### src/rtl/alarm_pkg.sv
// shared constants, types and register map for the alarm sequence block
// assumes a single 100 MHz clock and an apb register bus

package alarm_pkg;

  // ***************
  // timing
  // ***************
  localparam int unsigned CLK_HZ = 100_000_000;
  localparam int unsigned FLASH_HALF_MS = 250;
  localparam int unsigned FLASH_HALF_CYC = FLASH_HALF_MS * (CLK_HZ / 1000);
  localparam int unsigned PHASE_W = 3;
  localparam int unsigned NCH_DEF = 8;

  // ***************
  // register map
  // ***************
  localparam logic [7:0] ADDR_CTRL = 8'h00;
  localparam logic [7:0] ADDR_MODE = 8'h04;
  localparam logic [7:0] ADDR_STATUS = 8'h08;
  localparam logic [7:0] ADDR_ACTIVE = 8'h0c;
  localparam int unsigned CTRL_RING_AUD_BIT = 0;
  localparam int unsigned MODE_FIELD_W = 2;
  localparam int unsigned STATUS_FVALID_BIT = 0;
  localparam int unsigned STATUS_FIDX_LSB = 8;
  localparam logic CTRL_RING_AUD_RESET = 1'b0;

  // ***************
  // types
  // ***************
  typedef enum logic [1:0] {
    SEQ_NONLOCK = 2'h0,
    SEQ_RINGBACK = 2'h1,
    SEQ_FIRST_MAN = 2'h2,
    SEQ_FIRST_AUTO = 2'h3
  } seq_mode_t;

  typedef enum logic [7:0] {
    ST_NORMAL = 8'h01,
    ST_ALARM = 8'h02,
    ST_ACKED = 8'h04,
    ST_RINGBACK = 8'h08,
    ST_FIRST_ALARM = 8'h10,
    ST_SUB_ALARM = 8'h20,
    ST_FIRST_SIL = 8'h40,
    ST_FIRST_ACKED = 8'h80
  } chan_state_t;

endpackage : alarm_pkg

### src/rtl/flash_if.sv
// carrier for the shared flash patterns
// assumes one source and any number of readers in the same clock domain
`timescale 1ns/10ps
`default_nettype none

interface flash_if;
  logic fast;
  logic slow;
  logic intm;
  modport src (output fast, output slow, output intm);
  modport dst (input fast, input slow, input intm);
endinterface : flash_if

`default_nettype wire

### src/rtl/alarm_sequence_fsm.sv
// alarm annunciator sequence logic for a group of channels with apb registers
// assumes debounced, clock-synchronous contact and pushbutton levels
//
// The placing of the registers and the APB interface to the registers were left to the implementer.
`timescale 1ns/10ps
`default_nettype none

module alarm_sequence_fsm #(
  parameter int unsigned NCH = alarm_pkg::NCH_DEF,
  parameter int unsigned FLASH_HALF_CYC = alarm_pkg::FLASH_HALF_CYC
) (
  input wire logic mclk_i,
  input wire logic resetn_i,
  input wire logic psel_i,
  input wire logic penable_i,
  input wire logic pwrite_i,
  input wire logic [7:0] paddr_i,
  input wire logic [31:0] pwdata_i,
  output logic [31:0] prdata_o,
  output logic pready_o,
  output logic pslverr_o,
  input wire logic [NCH-1:0] proc_abn_i,
  input wire logic ack_pb_i,
  input wire logic reset_pb_i,
  input wire logic silence_pb_i,
  input wire logic first_reset_pb_i,
  input wire logic test_pb_i,
  output logic [NCH-1:0] lamp_o,
  output logic horn_o,
  output logic ring_horn_o
);

  localparam int unsigned IDX_W = (NCH > 1) ? $clog2(NCH) : 1;
  localparam int unsigned MODE_W = alarm_pkg::MODE_FIELD_W * NCH;

  // ***************
  // state
  // ***************
  typedef struct packed {
    alarm_pkg::chan_state_t [NCH-1:0] st;
    logic [NCH-1:0] lamp;
    logic horn;
    logic ring;
    logic fvalid;
    logic [IDX_W-1:0] fidx;
    logic ring_aud;
    logic [MODE_W-1:0] mode;
    logic [31:0] prdata;
    logic pready;
    logic pslverr;
  } top_state_t;

  top_state_t r_reg;
  top_state_t r_next;

  // ***************
  // helpers
  // ***************
  function automatic alarm_pkg::seq_mode_t mode_of(input logic [MODE_W-1:0] mv,
                                                   input int i);
    mode_of = alarm_pkg::seq_mode_t'(mv[alarm_pkg::MODE_FIELD_W*i +: 2]);
  endfunction : mode_of

  function automatic logic is_first_up(input alarm_pkg::seq_mode_t m);
    is_first_up = (m == alarm_pkg::SEQ_FIRST_MAN) || (m == alarm_pkg::SEQ_FIRST_AUTO);
  endfunction : is_first_up

  function automatic logic is_first_st(input alarm_pkg::chan_state_t s);
    is_first_st = (s == alarm_pkg::ST_FIRST_ALARM) || (s == alarm_pkg::ST_FIRST_SIL) ||
                  (s == alarm_pkg::ST_FIRST_ACKED);
  endfunction : is_first_st

  // ***************
  // flash source and button edges
  // ***************
  flash_if fl ();

  flash_gen #(
    .HALF_CYC(FLASH_HALF_CYC)
  ) u_flash (
    .mclk_i(mclk_i),
    .resetn_i(resetn_i),
    .fl(fl.src)
  );

  logic [3:0] press;
  logic ack_p;
  logic rst_p;
  logic sil_p;
  logic frst_p;

  pb_edge #(
    .W(4)
  ) u_pb (
    .mclk_i(mclk_i),
    .resetn_i(resetn_i),
    .level_i({first_reset_pb_i, silence_pb_i, reset_pb_i, ack_pb_i}),
    .press_o(press)
  );

  assign ack_p = press[0];
  assign rst_p = press[1];
  assign sil_p = press[2];
  assign frst_p = press[3];

  // ***************
  // next state
  // ***************
  always_comb begin
    alarm_pkg::chan_state_t s;
    alarm_pkg::seq_mode_t m;
    logic a;
    logic taken;
    logic [IDX_W-1:0] gidx;
    logic lmp;
    logic [NCH-1:0] act;
    s = alarm_pkg::ST_NORMAL;
    m = alarm_pkg::SEQ_NONLOCK;
    a = 1'b0;
    taken = 1'b0;
    gidx = '0;
    lmp = 1'b0;
    act = '0;
    r_next = r_reg;
    r_next.horn = 1'b0;
    r_next.ring = 1'b0;
    for (int i = 0; i < NCH; i++) begin
      m = mode_of(r_reg.mode, i);
      s = r_reg.st[i];
      a = proc_abn_i[i];
      act[i] = (s != alarm_pkg::ST_NORMAL);
      case (s)
        alarm_pkg::ST_NORMAL: begin
          if (a) begin
            if (is_first_up(m)) begin
              if (!r_reg.fvalid && !taken) begin
                s = alarm_pkg::ST_FIRST_ALARM;
                taken = 1'b1;
                gidx = IDX_W'(i);
              end else begin
                s = alarm_pkg::ST_SUB_ALARM;
              end
            end else begin
              s = alarm_pkg::ST_ALARM;
            end
          end
        end
        alarm_pkg::ST_ALARM: begin
          if (m == alarm_pkg::SEQ_NONLOCK && !a) begin
            s = alarm_pkg::ST_NORMAL;
          end else if (ack_p) begin
            if (a || m != alarm_pkg::SEQ_RINGBACK) begin
              s = alarm_pkg::ST_ACKED;
            end else begin
              s = alarm_pkg::ST_RINGBACK;
            end
          end
        end
        alarm_pkg::ST_ACKED: begin
          case (m)
            alarm_pkg::SEQ_NONLOCK: begin
              if (!a) begin
                s = alarm_pkg::ST_NORMAL;
              end
            end
            alarm_pkg::SEQ_FIRST_AUTO: begin
              if (!a) begin
                s = alarm_pkg::ST_NORMAL;
              end
            end
            alarm_pkg::SEQ_RINGBACK: begin
              if (!a) begin
                s = alarm_pkg::ST_RINGBACK;
              end
            end
            alarm_pkg::SEQ_FIRST_MAN: begin
              if (rst_p && !a) begin
                s = alarm_pkg::ST_NORMAL;
              end
            end
            default: s = alarm_pkg::ST_NORMAL;
          endcase
        end
        alarm_pkg::ST_RINGBACK: begin
          if (m != alarm_pkg::SEQ_RINGBACK) begin
            s = a ? alarm_pkg::ST_ACKED : alarm_pkg::ST_NORMAL;
          end else if (a) begin
            s = alarm_pkg::ST_ALARM;
          end else if (rst_p) begin
            s = alarm_pkg::ST_NORMAL;
          end
        end
        alarm_pkg::ST_FIRST_ALARM, alarm_pkg::ST_FIRST_SIL: begin
          if (ack_p) begin
            if (m == alarm_pkg::SEQ_FIRST_AUTO) begin
              s = alarm_pkg::ST_FIRST_ACKED;
            end else begin
              s = alarm_pkg::ST_ACKED;
            end
          end else if (frst_p && m == alarm_pkg::SEQ_FIRST_AUTO) begin
            s = alarm_pkg::ST_SUB_ALARM;
          end else if (sil_p) begin
            s = alarm_pkg::ST_FIRST_SIL;
          end
        end
        alarm_pkg::ST_SUB_ALARM: begin
          if (ack_p || sil_p) begin
            s = alarm_pkg::ST_ACKED;
          end
        end
        alarm_pkg::ST_FIRST_ACKED: begin
          if (frst_p || m != alarm_pkg::SEQ_FIRST_AUTO) begin
            s = a ? alarm_pkg::ST_ACKED : alarm_pkg::ST_NORMAL;
          end
        end
        default: s = alarm_pkg::ST_NORMAL;
      endcase
      r_next.st[i] = s;
      // lamp pattern from the new state
      case (s)
        alarm_pkg::ST_ALARM: lmp = fl.fast;
        alarm_pkg::ST_ACKED: lmp = 1'b1;
        alarm_pkg::ST_RINGBACK: lmp = fl.slow;
        alarm_pkg::ST_FIRST_ALARM, alarm_pkg::ST_FIRST_SIL: begin
          lmp = (m == alarm_pkg::SEQ_FIRST_AUTO) ? fl.intm : fl.fast;
        end
        alarm_pkg::ST_SUB_ALARM: begin
          lmp = (m == alarm_pkg::SEQ_FIRST_AUTO) ? fl.fast : 1'b1;
        end
        alarm_pkg::ST_FIRST_ACKED: lmp = fl.slow;
        default: lmp = 1'b0;
      endcase
      r_next.lamp[i] = lmp | test_pb_i;
      if (s == alarm_pkg::ST_ALARM || s == alarm_pkg::ST_FIRST_ALARM ||
          s == alarm_pkg::ST_SUB_ALARM) begin
        r_next.horn = 1'b1;
      end
      if (s == alarm_pkg::ST_RINGBACK && r_reg.ring_aud) begin
        r_next.ring = 1'b1;
      end
    end
    // first-out ownership
    if (r_reg.fvalid && !is_first_st(r_next.st[r_reg.fidx])) begin
      r_next.fvalid = 1'b0;
    end
    if (taken) begin
      r_next.fvalid = 1'b1;
      r_next.fidx = gidx;
    end
    // ***************
    // apb slave
    // ***************
    r_next.pready = 1'b0;
    if (psel_i && !penable_i) begin
      r_next.pready = 1'b1;
      r_next.pslverr = 1'b0;
      r_next.prdata = 32'h0;
      case (paddr_i)
        alarm_pkg::ADDR_CTRL: r_next.prdata = 32'(r_reg.ring_aud);
        alarm_pkg::ADDR_MODE: r_next.prdata = 32'(r_reg.mode);
        alarm_pkg::ADDR_STATUS: begin
          r_next.prdata = (32'(r_reg.fvalid) << alarm_pkg::STATUS_FVALID_BIT) |
                          (32'(r_reg.fidx) << alarm_pkg::STATUS_FIDX_LSB);
        end
        alarm_pkg::ADDR_ACTIVE: r_next.prdata = 32'(act);
        default: r_next.pslverr = 1'b1;
      endcase
    end
    if (psel_i && penable_i && r_reg.pready && pwrite_i && !r_reg.pslverr) begin
      case (paddr_i)
        alarm_pkg::ADDR_CTRL: r_next.ring_aud = pwdata_i[alarm_pkg::CTRL_RING_AUD_BIT];
        alarm_pkg::ADDR_MODE: r_next.mode = pwdata_i[MODE_W-1:0];
        default: r_next.ring_aud = r_reg.ring_aud;
      endcase
    end
  end

  // ***************
  // registers
  // ***************
  always_ff @(posedge mclk_i or negedge resetn_i) begin
    if (!resetn_i) begin
      r_reg <= '0;
      for (int i = 0; i < NCH; i++) begin
        r_reg.st[i] <= alarm_pkg::ST_NORMAL;
      end
      r_reg.ring_aud <= alarm_pkg::CTRL_RING_AUD_RESET;
    end else begin
      r_reg <= r_next;
    end
  end

  assign prdata_o = r_reg.prdata;
  assign pready_o = r_reg.pready;
  assign pslverr_o = r_reg.pslverr;
  assign lamp_o = r_reg.lamp;
  assign horn_o = r_reg.horn;
  assign ring_horn_o = r_reg.ring;

endmodule : alarm_sequence_fsm

`default_nettype wire

### src/rtl/flash_gen.sv
// shared divider producing fast, slow and intermittent flash patterns
// assumes mclk_i at the package clock rate
`timescale 1ns/10ps
`default_nettype none

module flash_gen #(
  parameter int unsigned HALF_CYC = alarm_pkg::FLASH_HALF_CYC
) (
  input wire logic mclk_i,
  input wire logic resetn_i,
  flash_if.src fl
);

  typedef struct packed {
    logic [31:0] cnt;
    logic [alarm_pkg::PHASE_W-1:0] ph;
  } fg_state_t;

  fg_state_t r_reg;
  fg_state_t r_next;

  always_comb begin
    r_next = r_reg;
    if (r_reg.cnt >= 32'(HALF_CYC - 1)) begin
      r_next.cnt = 32'h0;
      r_next.ph = r_reg.ph + 3'h1;
    end else begin
      r_next.cnt = r_reg.cnt + 32'h1;
    end
  end

  always_ff @(posedge mclk_i or negedge resetn_i) begin
    if (!resetn_i) begin
      r_reg <= '0;
    end else begin
      r_reg <= r_next;
    end
  end

  assign fl.fast = r_reg.ph[0];
  assign fl.slow = r_reg.ph[1];
  assign fl.intm = r_reg.ph[0] & ~r_reg.ph[2];

endmodule : flash_gen

`default_nettype wire

### src/rtl/pb_edge.sv
// turns pushbutton levels into one-cycle press pulses
// assumes inputs synchronous to mclk_i
`timescale 1ns/10ps
`default_nettype none

module pb_edge #(
  parameter int unsigned W = 4
) (
  input wire logic mclk_i,
  input wire logic resetn_i,
  input wire logic [W-1:0] level_i,
  output logic [W-1:0] press_o
);

  typedef struct packed {
    logic [W-1:0] prev;
    logic [W-1:0] press;
  } pe_state_t;

  pe_state_t r_reg;
  pe_state_t r_next;

  always_comb begin
    r_next.prev = level_i;
    r_next.press = level_i & ~r_reg.prev;
  end

  always_ff @(posedge mclk_i or negedge resetn_i) begin
    if (!resetn_i) begin
      r_reg <= '0;
    end else begin
      r_reg <= r_next;
    end
  end

  assign press_o = r_reg.press;

endmodule : pb_edge

`default_nettype wire
### config.mk
export PLATFORM = sky130hd
export DESIGN_NAME = alarm_sequence_fsm
export DESIGN_NICKNAME = d
export VERILOG_FILES = /design/src/rtl/alarm_pkg.sv /design/src/rtl/flash_if.sv /design/src/rtl/alarm_sequence_fsm.sv /design/src/rtl/flash_gen.sv /design/src/rtl/pb_edge.sv
export SDC_FILE = /design/constraint.sdc
export NUM_CORES = 1
export LEC_CHECK = 0
export BUFFER_PORTS_ARGS = -buffer_cell sky130_fd_sc_hd__buf_2
export CAP_MARGIN = 20
export CORE_ASPECT_RATIO = 1.2
export CORE_MARGIN = 2
export CORE_UTILIZATION = 63
export CTS_BUF_LIST = sky130_fd_sc_hd__clkbuf_4
export CTS_CLUSTER_SIZE = 20
export DETAILED_ROUTE_END_ITERATION = 10
export PLACE_DENSITY = 0.87
export SLEW_MARGIN = 20
export SYNTH_ARGS = -nofsm -noshare
export SYNTH_HDL_FRONTEND = slang
export SYNTH_HIERARCHICAL = 1
export SYNTH_SLANG_ARGS = --single-unit
### constraint.sdc
create_clock -name mclk_i -period 3.2 [get_ports mclk_i]
set_clock_uncertainty 0.1 [all_clocks]
set_input_delay 0.16 -clock mclk_i [delete_from_list [all_inputs] [get_ports mclk_i]]
set_output_delay 0.16 -clock mclk_i [all_outputs]
set_load 0.005 [all_outputs]
==> results of run 1 <==
worst max-delay path, cell delays in order, from the launching register on:
cell       delay (ps)
dfrtp_1           520
or4_1             570
a2111oi_0         490
buf_4             200
a211o_1            90
a21oi_1            60
nor2_1            210
o21ai_0           140
o32a_1            310
o41ai_2           320
logic make-up after synthesis:
group,after synthesis
and+or+nand+nor,655
AOI/OAI and AO/OA,356
buffers and inverters,182
DFF,156
xor gates and xnor gates,38
adders and majority gates,34
muxes,8
other,2
what timing repair did:
action,in CTS,in global routing
hold buffers,36,0
endpoints found under the hold margin,179,0
resized for setup,0,6
endpoints found under the setup margin,0,3
power by group through the flow:
stage | clock, W | sequential (W) | combinational, W
after detailed placement | 0 | 0.00264 | 0.00352
after CTS | 0.00124 | 0.00260 | 0.00357
after global routing | 0.00132 | 0.00266 | 0.00398
after global placement | 0 | 0.00262 | 0.00347
after floorplan | 0 | 0.00244 | 0.00257
final | 0.00122 | 0.00262 | 0.00371
routing by layer:
metal / part of all wire / GRT usage / vias up
li1: - / - / 5417
met1: 0.38 / 0.4595 / 5632
met2: 0.47 / 0.5873 / 779
met3: 0.096 / 0.07098 / 164
met4: 0.053 / 0.1879 / 0
met5: 0 / 0 / -
how the worst max path moves through the flow:
stage,from,to,depth (start not counted)
after floorplan,r_reg[40]$_DFFE_PN0P_,r_reg[54]$_DFFE_PN0P_,10
after global placement,r_reg[36]$_DFFE_PN0P_,r_reg[54]$_DFFE_PN0P_,10
after detailed placement,r_reg[36]$_DFFE_PN0P_,r_reg[54]$_DFFE_PN0P_,10
after CTS,r_reg[36]$_DFFE_PN0P_,r_reg[54]$_DFFE_PN0P_,10
after global routing,r_reg[118]$_DFF_PN0_,r_reg[54]$_DFFE_PN0P_,9
final,r_reg[93]$_DFF_PN0_,r_reg[54]$_DFFE_PN0P_,9
area by class of cell:
type | count | area (µm²) | area share
Clock buffer | 17 | 127.6 | 0.009635
Inverter | 70 | 262.8 | 0.01984
Tap cell | 252 | 315.3 | 0.02381
Sequential cell | 156 | 3915 | 0.2956
Antenna cell | 1 | 2.502 | 0.0001889
Multi-Input combinational cell | 1114 | 7149 | 0.5398
Clock inverter | 15 | 160.2 | 0.01209
Timing Repair Buffer | 180 | 1313 | 0.09909
placed cells by master (no fill, tap or decap), types with 29 or more instances in the layout:
master         Yosys  layout
dfrtp_1          148     147
nor2_1           145     145
nand2_1          121     121
buf_4             46      72
o21ai_0           71      71
inv_1             70      70
buf_2             12      68
a21oi_1           66      65
nand3_1           57      56
nor2b_1           48      47
nand2b_1          42      42
nand4_1           40      40
dlygate4sd3_1      0      36
ha_1              34      34
nor3_1            30      29
through the flow:
stage | std cells | setup WS [ps] | power (W) | setup TNS [ps] | utilization
CTS | 1804 | 86.43 | 0.007406 | 0 | 0.7216
finish | 1805 | 97.89 | 0.007554 | 0 | 0.7234
detailed placement | 1736 | 129.9 | 0.006152 | 0 | 0.6862
global placement | 1736 | 202.7 | 0.006090 | 0 | 0.6862
global route | 1805 | -4.977 | 0.007954 | -4.977 | 0.7234
floorplan | 1452 | 373.2 | 0.005005 | 0 | -
==> Flow_metrics.wiki, run 1 <==
{| class="wikitable"
! Metric !! Value
|-
| Power share of the sequential group || 0.347
|-
| Number of antenna violations at the first check in global routing || 1
|-
| Library cell with the largest summed area after synthesis || dfrtp_1
|-
| Most used flip-flop cell after synthesis || dfrtp_1
|-
| Clock tree from TritonCTS || yes
|-
| Worst-path fanout max || 8
|-
| Maximum VDD drop || approximately 360 µV
|-
| Synthesized instance count || approximately 1,400
|-
| Clock network fraction of total power || 0.162
|-
| Post-synthesis share of cell area spent on full adders, half adders and majority gates || 0.03600
|-
| Min Hold Slack || approximately 16 ps
|-
| Syn-to-layout area delta || 12.08%
|-
| Element type at the critical path end || flop
|-
| R2r endpoint || r_reg[54]$_DFFE_PN0P_
|-
| Worst Reg-to-Reg Cells || 9
|-
| Number of CTS-inserted buffers || 17
|-
| Initial core utilization || 0.6454
|-
| Seq cells post-synth || 156
|-
| Buffer count from post-CTS setup fixing || 0
|-
| Most area-consuming cells after synthesis || dfrtp_1 31%, nor2_1 4.6%, nand2_1 3.8%, ha_1 3.6%, o21ai_0 3.0%
|-
| Final routed wire length divided by cell count || 19.99 µm
|-
| Final weighted congestion of routability-driven global placement || just over 1
|-
| Placed instance area || about 0.013 mm²
|-
| Mean Syn Cell Area || between 8 and 9 µm²
|-
| Worst Max-Slew Pin Slew || about 890 ps
|-
| Routed vias || ~12,000
|-
| Wire length of the first global-routing pass || 57,170 µm
|-
| Clock root cell || clkbuf_4
|-
| Die boundary height || about 150 µm
|-
| Element type at the critical path start || flop
|-
| Sequential element share of the synthesized area || 0.3312
|-
| IO buf count || between 60 and 70
|-
| Power density relative to cell area || between 500 and 600 mW/mm²
|-
| Tot GR Track Use || 0.3630
|-
| Setup violation total in the final timing report || 0
|-
| Final Cycle Share || 0.9694
|-
| Leakage power total || a little under 6 nW
|-
| Netlist cell types || ~100
|-
| Headroom to the max-slew limit || 0.4035
|-
| Switching share of total power || 0.4604
|-
| Start of the worst register-to-register path || r_reg[93]$_DFF_PN0_
|-
| Maximum operating frequency || between 300 and 400 MHz
|-
| Total half-perimeter wirelength after legalization and detailed placement || roughly 26,000 µm
|-
| Layout fillers || ~1,400
|-
| Total detailed-routing wirelength || between 30,000 and 40,000 µm
|-
| Max-Cap Viols || 0
|-
| Vias in the first global route || around 11,000
|-
| Die width || between 100 and 150 µm
|-
| CTS max path bufs || 2
|-
| Most common library cells after synthesis || 148 x dfrtp_1, 145 x nor2_1, 121 x nand2_1
|-
| Async SR Flop Fraction || 1.000
|-
| Library cell with the highest instance count after synthesis || dfrtp_1
|-
| Vias per std cell || 6.644
|-
| Minimum period implied by the final worst setup slack || a little over 3000 ps
|-
| Post-Synth Simple-Gate Area || 0.3119
|-
| P_sw || 0.003478 W
|-
| Xor and xnor fraction of the mapped netlist area || 0.02816
|-
| Number of routed nets with antenna violations || 0
|-
| Cell row count || 54
|-
| Register-to-Register Setup Slack || ~98 ps
|-
| Worst Hold Class || in2async
|-
| 1st-iter DRT viols || approximately 1,400
|-
| Fraction of post-synthesis cell area in the top cell type by area || 0.3134
|-
| RSZ-0062 raised after global routing || yes
|-
| Total congestion overflow || 0
|-
| Largest family of logic cells by synthesized area || simple AND/OR/NAND/NOR gates
|-
| Total Nets Final || around 1,600
|-
| Area enclosed by the die boundary || between 0.015 and 0.02 mm²
|-
| Setup CP Type || reg2reg
|-
| Int Power || roughly 0.0041 W
|-
| Maximum number of pins on one net before global-route repair || between 70 and 80
|-
| Fraction of layout cells with a size suffix above 1 || 0.1572
|-
| Number of max-slew violations in the final report || 0
|-
| Area of the mapped netlist || about 0.012 mm²
|-
| Fin area || between 0.01 and 0.015 mm²
|-
| Number of synthesized flops with an enable pin || 0
|-
| Number of H-tree branching levels || 4
|-
| Clk Latency, worst-skew pair || about 600 ps
|-
| Crit path arrival time || about 3500 ps
|-
| Mux cell area share after synthesis || 0.007094
|-
| Outcome || finished, final reports clean
|-
| Fraction of power consumed by combinational cells || 0.491
|-
| Total number of yosys warnings || 6
|-
| Clock sink total || around 160
|-
| First-pass iteration count of the detailed router || 6
|-
| Max reg flops || 85
|-
| Clock transition at the registers of the reported paths || ~160 ps
|-
| Critical path required time || around 3600 ps
|-
| Area of the core || between 0.015 and 0.02 mm²
|-
| Hold violation count in the final report || 0
|-
| Remaining routing DRC violations || 0
|-
| Fraction of the mapped netlist area in compound gates || 0.2112
|-
| Ports || between 100 and 150
|}
Power figures use the tool's default switching activity.
==> run 2: changes to the inputs <==
--- a/config.mk
+++ b/config.mk
@@ -5,6 +5,7 @@
 export SDC_FILE = /design/constraint.sdc
 export NUM_CORES = 1
 export LEC_CHECK = 0
+export ABC_AREA = 1
 export BUFFER_PORTS_ARGS = -buffer_cell sky130_fd_sc_hd__buf_2
 export CAP_MARGIN = 20
 export CORE_ASPECT_RATIO = 1.2
@@ -13,7 +14,7 @@
 export CTS_BUF_LIST = sky130_fd_sc_hd__clkbuf_4
 export CTS_CLUSTER_SIZE = 20
 export DETAILED_ROUTE_END_ITERATION = 10
-export PLACE_DENSITY = 0.87
+export PLACE_DENSITY = 0.86
 export SLEW_MARGIN = 20
 export SYNTH_ARGS = -nofsm -noshare
 export SYNTH_HDL_FRONTEND = slang
==> run 2 against run 1 <==
Net effect: area after synthesis is 13% higher; clock power is 4% higher; wire length is 16% higher; critical endpoint is now horn_o$_DFF_PN0_; largest cell class unchanged.
==> Flow_metrics.wiki, run 2 <==
{| class="wikitable"
! Metric !! Value
|-
| Clock root cell || clkbuf_4
|-
| Initial core utilization || 0.6390
|-
| Vias in the first global route || around 13,000
|-
| Clk Latency, worst-skew pair || 610 ps
|-
| Final Cycle Share || 0.8967
|-
| Vias per std cell || between 5 and 6
|-
| Worst Max-Slew Pin Slew || 880.3 ps
|-
| Total congestion overflow || 0
|-
| First-pass iteration count of the detailed router || 6
|-
| CTS max path bufs || 2
|-
| Number of synthesized flops with an enable pin || 0
|-
| Maximum number of pins on one net before global-route repair || 86
|-
| Fraction of layout cells with a size suffix above 1 || 0.1047
|-
| Crit path max-delay cell type || dfrtp_1
|-
| Synthesized instance count || around 2,100
|-
| Int Power || just over 0.004 W
|-
| Die boundary height || about 160 µm
|-
| Final routed wire length divided by cell count || about 17 µm
|-
| Library cell with the highest instance count after synthesis || nand2_1
|-
| Area of the core || between 0.02 and 0.025 mm²
|-
| Mean Syn Cell Area || roughly 6.3 µm²
|-
| Total number of yosys warnings || 6
|-
| Min Hold Slack || 36.51 ps
|-
| Max reg flops || 85
|-
| Headroom to the max-slew limit || 0.4110
|-
| Setup violation total in the final timing report || 0
|-
| Clock network fraction of total power || 0.154
|-
| Layout fillers || ~1,900
|-
| Routed vias || around 14,000
|-
| Power density relative to cell area || 580.4 mW/mm²
|-
| Fraction of post-synthesis cell area in the top cell type by area || 0.2783
|-
| Worst Hold Class || in2reg
|-
| Leakage power total || about 7.3 nW
|-
| 1st-iter DRT viols || 1,454
|-
| Area enclosed by the die boundary || ~0.022 mm²
|-
| Cell row count || a little under 60
|-
| Tot GR Track Use || 0.3796
|-
| Most used flip-flop cell after synthesis || dfrtp_1
|-
| Crit path arrival time || 3260 ps
|-
| Ports || 102
|-
| Wire length of the first global-routing pass || between 60,000 and 70,000 µm
|-
| Worst-path fanout max || 5
|-
| Number of routed nets with antenna violations || 0
|-
| Commonest cells after routing, fill and taps aside || 544 x nand2_1, 312 x nor2_1, 258 x inv_1
|-
| Library cell with the largest summed area after synthesis || dfrtp_1
|-
| Total Nets Final || between 2,000 and 2,500
|-
| Maximum operating frequency || 348.5 MHz
|-
| Hold violation count in the final report || 0
|-
| Total half-perimeter wirelength after legalization and detailed placement || ~31,000 µm
|-
| Element type at the critical path end || flop
|-
| CP max stage delay || between 400 and 500 ps
|-
| Maximum VDD drop || between 400 and 500 µV
|-
| Outcome || finished, final reports clean
|-
| Critical path required time || 3590 ps
|-
| Netlist cell types || 61
|-
| Number of antenna violations at the first check in global routing || 1
|-
| Power share of the sequential group || 0.319
|-
| Element type at the critical path start || flop
|-
| Fraction of power consumed by combinational cells || 0.527
|-
| Power, Total || 0.008276 W
|-
| Most area-consuming cells after synthesis || dfrtp_1 28%, nand2_1 15%, nor2_1 8.8%, nand3_1 8.2%, inv_1 7.3%
|-
| Seq cells post-synth || approximately 160
|-
| Most numerous cell on the critical path || nor2_1
|-
| Max-Cap Viols || 0
|-
| IO buf count || a little under 70
|-
| Final setup TNS || 0 ps
|-
| Final weighted congestion of routability-driven global placement || just over 1
|-
| Area of the mapped netlist || roughly 0.013 mm²
|-
| Number of max-slew violations in the final report || 0
|-
| Sequential element share of the synthesized area || 0.2941
|-
| Most frequent standard cell in the layout excluding fill and tap cells || nand2_1
|-
| Total detailed-routing wirelength || ~42,000 µm
|-
| Async SR Flop Fraction || 1.000
|-
| RSZ-0062 raised after global routing || no
|-
| Switching share of total power || 0.5120
|-
| Number of CTS-inserted buffers || 17
|-
| Most common library cells after synthesis || 544 x nand2_1, 312 x nor2_1, 258 x inv_1
|-
| Syn-to-layout area delta || 7.136%
|-
| Buffer count from post-CTS setup fixing || 0
|-
| Setup CP Type || reg2reg
|-
| Clock transition at the registers of the reported paths || around 150 ps
|-
| P_sw || between 0.004 and 0.005 W
|-
| Clock sink total || ~160
|-
| Number of H-tree branching levels || 4
|-
| Remaining routing DRC violations || 0
|-
| Die width || around 140 µm
|-
| Clock tree from TritonCTS || yes
|-
| Minimum period implied by the final worst setup slack || 2869 ps
|-
| Crit path cell chain || inv_1, ha_1, nor2_1, nor2_1, nand3_2, inv_1, o21ai_1, nand3b_1, nor3_1, o21ai_1, nor2_1, nand2_1, nor2_1, nand3_1
|}
## run 2: logic make-up (layout without fill, tap and decap cells)
family	Yosys count	count (layout)	share of synthesized area
mux	1	1	0.0007522
xor+xnor	15	15	0.009872
buf+inv	382	439	0.1282
compound gates	270	270	0.1171
simple gates	1249	1249	0.4175
other cells	2	24	0.0005643
fa+ha+maj	34	34	0.03197
flops	156	156	0.2941
## run 2: path summary, 6_finish.rpt
path | from | endpoint | cells past startpoint | slack [ps]
min in group asynchronous | resetn_i | r_reg[67]$_DFF_PN0_ | 2 | 60
max in group asynchronous | resetn_i | u_flash/r_reg[34]$_DFF_PN0_ | 3 | 2030
worst min-delay path | psel_i | r_reg[41]$_DFFE_PN0P_ | 5 | 40
worst max-delay path | r_reg[38]$_DFFE_PN0P_ | horn_o$_DFF_PN0_ | 14 | 330
worst min register to register | u_pb/r_reg[5]$_DFF_PN0_ | u_pb/press_o[1]$_DFF_PN0_ | 1 | 320
worst max register to register | r_reg[38]$_DFFE_PN0P_ | horn_o$_DFF_PN0_ | 14 | 330
## run 2: metal layers
layer  track usage  share of wire
met4        0.2301          0.064
met2        0.6330           0.47
met5             0              0
met3       0.06735          0.079
met1        0.4534           0.38
## run 2: power by group through the flow
stage	Combinational [W]	Sequential, W	Clock (W)
after floorplan	0.00323	0.00249	0
after global placement	0.00410	0.00265	0
after detailed placement	0.00417	0.00265	0
after CTS	0.00423	0.00262	0.00129
after global routing	0.00481	0.00266	0.00138
final	0.00436	0.00264	0.00127
## run 2: layout make-up
cell class,count,area [µm²],area share
clock inverter,14,145.1,0.01018
antenna,1,2.502,0.0001755
multi-input combinational,1592,7766,0.5447
timing repair buffer,125,887.1,0.06222
inverter,282,1069,0.07494
sequential,156,3915,0.2746
clock buffer,18,135.1,0.009478
tap,270,337.8,0.02369
## run 2: critical path: cells and delay by family (launching register included)
family / cells / cell delay, ps
AO/OA/AOI/OAI: 2 / 330
flip-flops: 1 / 410
adder cells (fa/ha/maj): 1 / 290
AND/OR/NAND/NOR: 9 / 1390
buffers and inverters: 2 / 240
## run 2: what timing repair did
action / in CTS / in global routing
endpoints found under the hold margin: 124 / 0
gates resized for setup: 0 / 0
hold buffers: 36 / 0
## run 2: stage by stage
stage | util | cell area, µm² | std cells | setup WS [ps]
2_1_floorplan | - | 13390 | 2130 | 1039
3_3_place_gp | 0.6537 | 13610 | 2389 | 554.3
3_5_place_dp | 0.6537 | 13610 | 2389 | 463.5
4_1_cts | 0.6844 | 14250 | 2457 | 425.5
5_1_grt | 0.6845 | 14260 | 2458 | 170.7
6_report | 0.6845 | 14260 | 2458 | 330.6
